`src/bridge_regs_pkg.sv`:
```
package bridge_regs_pkg;

   // Configuration dword offsets within function 0
   localparam logic [7:0] ident_offset = 8'h00;
   localparam logic [7:0] status_command_offset = 8'h04;

   // Arbitrary neutral identity codes
   localparam logic [15:0] bridge_device_code = 16'h0b01;
   localparam logic [15:0] maker_code = 16'h0a5a;

   localparam logic [31:0] status_command_reset = 32'h0230_0000;

   // Bit positions
   localparam int parity_error_seen_bit = 31;
   localparam int system_error_signaled_bit = 30;
   localparam int master_abort_received_bit = 29;
   localparam int target_abort_received_bit = 28;
   localparam int target_abort_signaled_bit = 27;
   localparam int system_error_report_en_bit = 8;
   localparam int parity_response_bit_pos = 6;
   localparam int write_invalidate_en_bit = 4;
   localparam int special_cycle_bit = 3;
   localparam int secondary_master_en_bit = 2;
   localparam int memory_space_en_bit = 1;
   localparam int io_space_en_bit = 0;

   // Read-only fixed field 26:20 (bits 26:21 default plus capability bit 20)
   localparam logic [31:0] fixed_ro_mask = 32'h07f0_0000;
   localparam logic [31:0] writable_mask = 32'h0000_0157;

   // Configuration access from the tunnel's config decoder
   typedef struct packed {
      logic valid;
      logic write;
      logic [7:0] offset;
      logic [3:0] byte_en;
      logic [31:0] wdata;
   } cfg_req_t;

   // Error events from the bridge datapath, one-cycle pulses
   typedef struct packed {
      logic system_error_detected;
      logic nonexistent_address_error_rx;
      logic other_error_rx;
      logic target_abort_sent;
   } err_events_t;

   // Enables driven to the bridge datapath
   typedef struct packed {
      logic flood_sync;
      logic secondary_master_en;
      logic memory_space_en;
      logic io_space_en;
      logic hot_plug_mem_access_en;
      logic hot_plug_cfg_access_en;
   } bridge_ctrl_t;

endpackage : bridge_regs_pkg

```
`src/bridge_status_command_regs.sv`:
```
`timescale 1ns/1ps
// Functional notes
// - One independent copy per bridge, function 0
// - Offset zero reads device and maker codes
// - Status/command resets to 0230_0000
// - Top parity bit reads zero always
// - System error sets flag; write one clears
// - System error flag needs report enable
// - No sync flooding when report disabled
// - Nonexistent-address response sets master abort flag
// - Other error response sets target abort flag
// - Returned error sets signaled target abort
// - Error flags cleared by power-good reset, not warm reset
// - Bits 26:21 read fixed defaults
// - Capability bit 20 reads one
// - Parity response bit is plain storage
// - Write-invalidate enable is plain storage
// - Special cycle bit reads zero
// - Secondary mastering needs master enable
// - Memory enable gates memory and hot-plug BAR
// - Hot-plug config port ignores memory enable
// - IO space access needs IO enable
// - Write one clears, zero keeps
// - Unmapped offsets read zero, ignore writes
module bridge_status_command_regs (
   input wire logic clk_sys_i,
   input wire logic sys_rst_i,
   input wire logic power_good_reset_i,
   input wire bridge_regs_pkg::cfg_req_t cfg_req_i,
   input wire bridge_regs_pkg::err_events_t err_events_i,
   output logic cfg_ack_o,
   output logic [31:0] cfg_rdata_o,
   output bridge_regs_pkg::bridge_ctrl_t ctrl_o
);

   // Warm reset clears enables; power-good reset clears everything
   typedef struct packed {
      logic [3:0] err_flags;
      logic system_error_report_en;
      logic parity_response_bit;
      logic write_invalidate_en;
      logic secondary_master_en;
      logic memory_space_en;
      logic io_space_en;
      logic ack;
      logic [31:0] rdata;
   } state_t;

   state_t state_reg;
   state_t state_next;
   logic [31:0] status_word;

   function automatic logic [31:0] lane_mask(input logic [3:0] be);
      lane_mask = {{8{be[3]}}, {8{be[2]}}, {8{be[1]}}, {8{be[0]}}};
   endfunction : lane_mask

   always_comb begin
      status_word = bridge_regs_pkg::status_command_reset & bridge_regs_pkg::fixed_ro_mask;
      status_word[bridge_regs_pkg::parity_error_seen_bit] = 1'b0;
      status_word[30:27] = state_reg.err_flags;
      status_word[bridge_regs_pkg::system_error_report_en_bit] = state_reg.system_error_report_en;
      status_word[bridge_regs_pkg::parity_response_bit_pos] = state_reg.parity_response_bit;
      status_word[bridge_regs_pkg::write_invalidate_en_bit] = state_reg.write_invalidate_en;
      status_word[bridge_regs_pkg::special_cycle_bit] = 1'b0;
      status_word[bridge_regs_pkg::secondary_master_en_bit] = state_reg.secondary_master_en;
      status_word[bridge_regs_pkg::memory_space_en_bit] = state_reg.memory_space_en;
      status_word[bridge_regs_pkg::io_space_en_bit] = state_reg.io_space_en;
   end

   always_comb begin
      logic [31:0] wmask;
      logic [31:0] wr;
      logic [3:0] set_ev;
      logic [3:0] clr;
      logic sc_write;
      wmask = lane_mask(cfg_req_i.byte_en);
      wr = cfg_req_i.wdata & wmask;
      sc_write = cfg_req_i.valid && cfg_req_i.write && (cfg_req_i.offset == bridge_regs_pkg::status_command_offset);
      state_next = state_reg;
      // Hardware events
      set_ev[3] = err_events_i.system_error_detected && state_reg.system_error_report_en;
      set_ev[2] = err_events_i.nonexistent_address_error_rx;
      set_ev[1] = err_events_i.other_error_rx;
      set_ev[0] = err_events_i.target_abort_sent;
      clr = sc_write ? wr[30:27] : 4'h0;
      // A set in the same cycle as a clear wins
      state_next.err_flags = (state_reg.err_flags & ~clr) | set_ev;
      if (sc_write) begin
         if (wmask[8]) begin
            state_next.system_error_report_en = wr[bridge_regs_pkg::system_error_report_en_bit];
         end
         if (wmask[0]) begin
            state_next.parity_response_bit = wr[bridge_regs_pkg::parity_response_bit_pos];
            state_next.write_invalidate_en = wr[bridge_regs_pkg::write_invalidate_en_bit];
            state_next.secondary_master_en = wr[bridge_regs_pkg::secondary_master_en_bit];
            state_next.memory_space_en = wr[bridge_regs_pkg::memory_space_en_bit];
            state_next.io_space_en = wr[bridge_regs_pkg::io_space_en_bit];
         end
      end
      state_next.ack = cfg_req_i.valid;
      state_next.rdata = 32'h0000_0000;
      if (cfg_req_i.valid && !cfg_req_i.write) begin
         if (cfg_req_i.offset == bridge_regs_pkg::ident_offset) begin
            state_next.rdata = {bridge_regs_pkg::bridge_device_code, bridge_regs_pkg::maker_code};
         end else if (cfg_req_i.offset == bridge_regs_pkg::status_command_offset) begin
            state_next.rdata = status_word;
         end else begin
            state_next.rdata = 32'h0000_0000;
         end
      end
   end

   // Error flags survive warm reset; only power-good clears them
   always_ff @(posedge clk_sys_i) begin
      if (power_good_reset_i) begin
         state_reg <= '0;
      end else if (sys_rst_i) begin
         state_reg <= '0;
         state_reg.err_flags <= state_reg.err_flags;
      end else begin
         state_reg <= state_next;
      end
   end

   assign cfg_ack_o = state_reg.ack;
   assign cfg_rdata_o = state_reg.rdata;

   always_comb begin
      ctrl_o.flood_sync = err_events_i.system_error_detected && state_reg.system_error_report_en;
      ctrl_o.secondary_master_en = state_reg.secondary_master_en;
      ctrl_o.memory_space_en = state_reg.memory_space_en;
      ctrl_o.hot_plug_mem_access_en = state_reg.memory_space_en;
      ctrl_o.hot_plug_cfg_access_en = 1'b1;
      ctrl_o.io_space_en = state_reg.io_space_en;
   end

endmodule : bridge_status_command_regs

```
`config.mk`:
```
export PLATFORM = sky130hd
export DESIGN_NAME = bridge_status_command_regs
export DESIGN_NICKNAME = d
export VERILOG_FILES = /design/src/bridge_regs_pkg.sv /design/src/bridge_status_command_regs.sv
export SDC_FILE = /design/constraint.sdc
export NUM_CORES = 1
export LEC_CHECK = 0
export BUFFER_PORTS_ARGS = -buffer_cell sky130_fd_sc_hd__buf_2
export CAP_MARGIN = 15
export CORE_ASPECT_RATIO = 1.5
export CORE_MARGIN = 5
export CORE_UTILIZATION = 35
export DETAILED_ROUTE_END_ITERATION = 8
export GPL_TIMING_DRIVEN = 1
export PLACE_DENSITY = 0.82
export SYNTH_ARGS = -nofsm -noshare
export SYNTH_HDL_FRONTEND = slang
export SYNTH_SLANG_ARGS = --single-unit
```
`constraint.sdc`:
```
create_clock -name clk_sys_i -period 1.3 [get_ports clk_sys_i]
set_clock_uncertainty 0.1 [all_clocks]
set_input_delay 0.13 -clock clk_sys_i [delete_from_list [all_inputs] [get_ports clk_sys_i]]
set_output_delay 0.13 -clock clk_sys_i [all_outputs]
set_load 0.01 [all_outputs]
```
==> PnR_summary.wiki <==
{| class="wikitable"
! Metric !! Value
|-
| Standard cell core area || 3190 um^2
|-
| Residual antenna-violating net count after detailed routing || 0
|-
| Count of final max-slew check failures || 0
|-
| H-tree lvl count || 1
|-
| Highest signal layer in the routed design || met4
|-
| RD Place Congestion || approximately 0.7
|-
| Area added between synthesis and finish || 21.4%
|-
| Startpoint Class || primary input
|-
| Data arrival time of the worst path || 1.35 ns
|-
| Wire length the detailed router placed on met1 || roughly 800 um
|-
| Insertion delay of the later-clocked pin in the worst-skew pair || ~0.26 ns
|-
| Detailed-router iteration count before antenna repair || 4
|-
| Aggregate global routing overflow || 0
|-
| Slack of the worst reg-to-reg path || around 0.23 ns
|-
| Die Ht || 80.5 um
|-
| Vias post-DR || 930
|-
| Clock Root Buffer || clkbuf_8
|-
| Via count of the first global-routing pass || slightly above 900
|-
| Capture instance of the worst register-to-register path || state_reg[42]$_SDFFE_PP0N_
|-
| Drc violations || 0
|-
| Startpoint of the most critical register-to-register path || state_reg[38]$_SDFFE_PP0P_
|-
| Path category of the worst min-delay check || primary input to register
|-
| CP Launch Point || cfg_req_i[43]
|-
| Dpl cells || about 200
|-
| Leakage dissipation || 0.703 nW
|-
| Critical-path cell list || buf_2 > or4b_4 > nor3_4 > buf_6 > mux2i_1
|-
| Flop and latch count out of synthesis || 24
|-
| Wire per inst || 11.7 um
|-
| Layout cells sized above 1 || 0.379
|-
| Initial cell density of the core || 0.364
|-
| Violation count after the first detailed-route iteration || 12
|-
| Critical path endpoint || ctrl_o[2]$_SDFFE_PP0P_
|-
| Global-route wire length before repair || approximately 3.8 mm
|-
| Max FFs per register || 13
|-
| Detailed Route WL || 2.44 mm
|-
| Post-synthesis average cell area || 9.00 um^2
|-
| Path type of the worst setup path || primary input to register
|-
| CTS tree || yes
|-
| Clock tree buffer depth || 2
|-
| Count of cells along the worst register-to-register path || 3
|-
| Pin count of the biggest net entering global routing || 15
|-
| Max Cap Violations || 0
|-
| Number of antenna repair diodes || 0
|-
| Share of the cycle needed by the critical path after routing || 0.962
|-
| Total half-perimeter wirelength after legalization and detailed placement || around 1.9 mm
|-
| Power density relative to cell area || roughly 1100 nW/um^2
|-
| Number of different library cells in the post-synthesis netlist || 21
|-
| Min Hold Slack || roughly 0.0047 ns
|-
| Unrepaired setup endpoints after global routing || false
|-
| Input/output buffers || 53
|-
| Count of endpoints failing hold in the final timing report || 0
|-
| IO Pins || ~90
|-
| CP delay by family, top || simple AND/OR/NAND/NOR gates
|-
| Area enclosed by the die boundary || about 4600 um^2
|-
| Critical Path Slowest Stage Cell || or4b_4
|-
| Initial antenna violation count || 0
|-
| Met2 wire length || between 1 and 1.5 mm
|-
| FP Rows || 25
|-
| Worst-path maximum fanout || 5
|-
| Routed vias/inst || ~4.4
|-
| Highest clock rate || roughly 800 MHz
|-
| Clock buffers created by TritonCTS || 3
|-
| Data required time of the worst path || around 1.4 ns
|-
| Clock transition at the registers of the reported paths || 0.08 ns
|-
| Horizontal die dimension || about 57 um
|-
| Area of the mapped netlist || ~1200 um^2
|-
| Post-Place Worst Slack || -0.268 ns
|-
| Number of cells on the critical path || 5
|-
| Final setup fails || 0
|-
| Critical Path Max Stage Delay || a little under 0.6 ns
|-
| Number of buffers and inverters on the critical path || 2
|-
| Status || finished clean
|-
| Fin cells || between 200 and 250
|-
| Met3 WL post-DR || ~260 um
|-
| Sequential share of the synthesized area || 0.414
|-
| Nature of the critical path endpoint || register
|-
| NumNets Final || around 220
|-
| Worst path setup slack after routing || approximately 0.049 ns
|-
| Num Clock Sinks || 24
|-
| Warnings from Yosys || 0
|-
| Maximum vdd drop || 586 uV
|-
| Total global routing track utilization || 0.108
|-
| Synthesized instance count || between 100 and 150
|-
| Shortest clock period the worst path allows after layout || ~1.3 ns
|}
repair_timing:
item,CTS,global route
setup endpoints to repair,0,6
endpoints found under the hold margin,7,0
buffers inserted,0,1
hold buffers,7,0
resized for setup,0,2
cells in the mapped netlist:
library cell	n	area (um^2)
nor3_2	1	10.0
dfxtp_1	24	480
a311oi_1	4	35.0
and4_1	1	8.76
a21oi_1	8	40.0
mux2i_1	6	60.1
nand4b_1	1	8.76
conb_1	2	7.51
nand3_1	3	15.0
nand2_1	16	60.1
inv_1	6	22.5
clkbuf_1	3	11.3
and2_1	8	50.1
buf_4	37	278
nor3_1	2	10.0
nor2_1	2	7.51
or4b_4	1	13.8
or4_4	1	11.3
nor4_1	1	6.26
nor4b_1	1	8.76
nor3_4	1	16.3
through the flow:
stage	area, um^2	utilization	power, W	setup TNS (ns)
final	1410	0.442	0.00153	0
after global routing	1410	0.442	0.00159	0
after CTS	1390	0.436	0.00154	0
after detailed placement	1250	0.392	0.000881	-2.76
after global placement	1250	0.392	0.000878	-2.73
after floorplan	1210	-	0.000851	-0.386
worst min-delay path by stage:
stage	startpoint	endpoint	slack, ns	depth (start not counted)
final	cfg_req_i[4]	state_reg[36]$_SDFFE_PP0P_	0.005	3
after global routing	cfg_req_i[4]	state_reg[36]$_SDFFE_PP0P_	0.01	3
after CTS	cfg_req_i[4]	state_reg[36]$_SDFFE_PP0P_	0.004	3
after detailed placement	cfg_req_i[29]	state_reg[41]$_SDFFE_PP0N_	0.24	2
after global placement	cfg_req_i[28]	state_reg[40]$_SDFFE_PP0N_	0.23	2
after floorplan	power_good_reset_i	state_reg[39]$_SDFFE_PP0N_	0.10	1
per-layer routing:
layer,up-vias,global-route usage
li1,451,-
met1,420,0.103
met2,54,0.204
met3,5,0.0193
met4,0,0.0696
met5,-,0
logic make-up (layout without fill, tap and decap cells):
| family | after synthesis | count (layout) | share of synthesized area |
|---|---|---|---|
| mux | 6 | 6 | 0.0517 |
| flops | 24 | 24 | 0.414 |
| other cells | 2 | 15 | 0.00647 |
| compound gates | 12 | 12 | 0.0647 |
| simple gates | 39 | 39 | 0.195 |
| buf+inv | 46 | 73 | 0.268 |
worst register-to-register path, delay by kind of cell, from the launching register on:
| kind | cells | cell delay [ns] |
|---|---|---|
| compound gates | 1 | 0.28 |
| flops | 1 | 0.36 |
| simple gates | 2 | 0.24 |
where the power goes:
group / switching [W] / internal, W / leakage, nW
Clock: 0.000234 / 0.000412 / 0.0357
Sequential: 0.00000316 / 0.000742 / 0.194
Combinational: 0.0000728 / 0.0000647 / 0.473
Total: 0.000310 / 0.00122 / 0.703
final cells by class:
class	count	area (um^2)
Clock buffer	3	41.3
Clock inverter	1	30.0
Fill cell	329	1780
Inverter	6	22.5
Multi-Input combinational cell	72	424
Sequential cell	24	480
Tap cell	40	50.0
Timing Repair Buffer	63	362
cell usage in the layout (no fill, tap or decap), types with 2 or more instances in the layout:
| cell | count |
|---|---|
| conb_1 | 15 |
| clkbuf_8 | 3 |
| nand2_1 | 16 |
| nor2_1 | 2 |
| nor3_4 | 2 |
| dlygate4sd3_1 | 7 |
| buf_4 | 2 |
| nor3_1 | 2 |
| nand3_1 | 3 |
| dfxtp_1 | 24 |
| buf_2 | 53 |
| a311oi_1 | 4 |
| a21oi_1 | 8 |
| inv_1 | 6 |
| mux2i_1 | 6 |
| and2_1 | 8 |
Power figures use the tool's default switching activity.
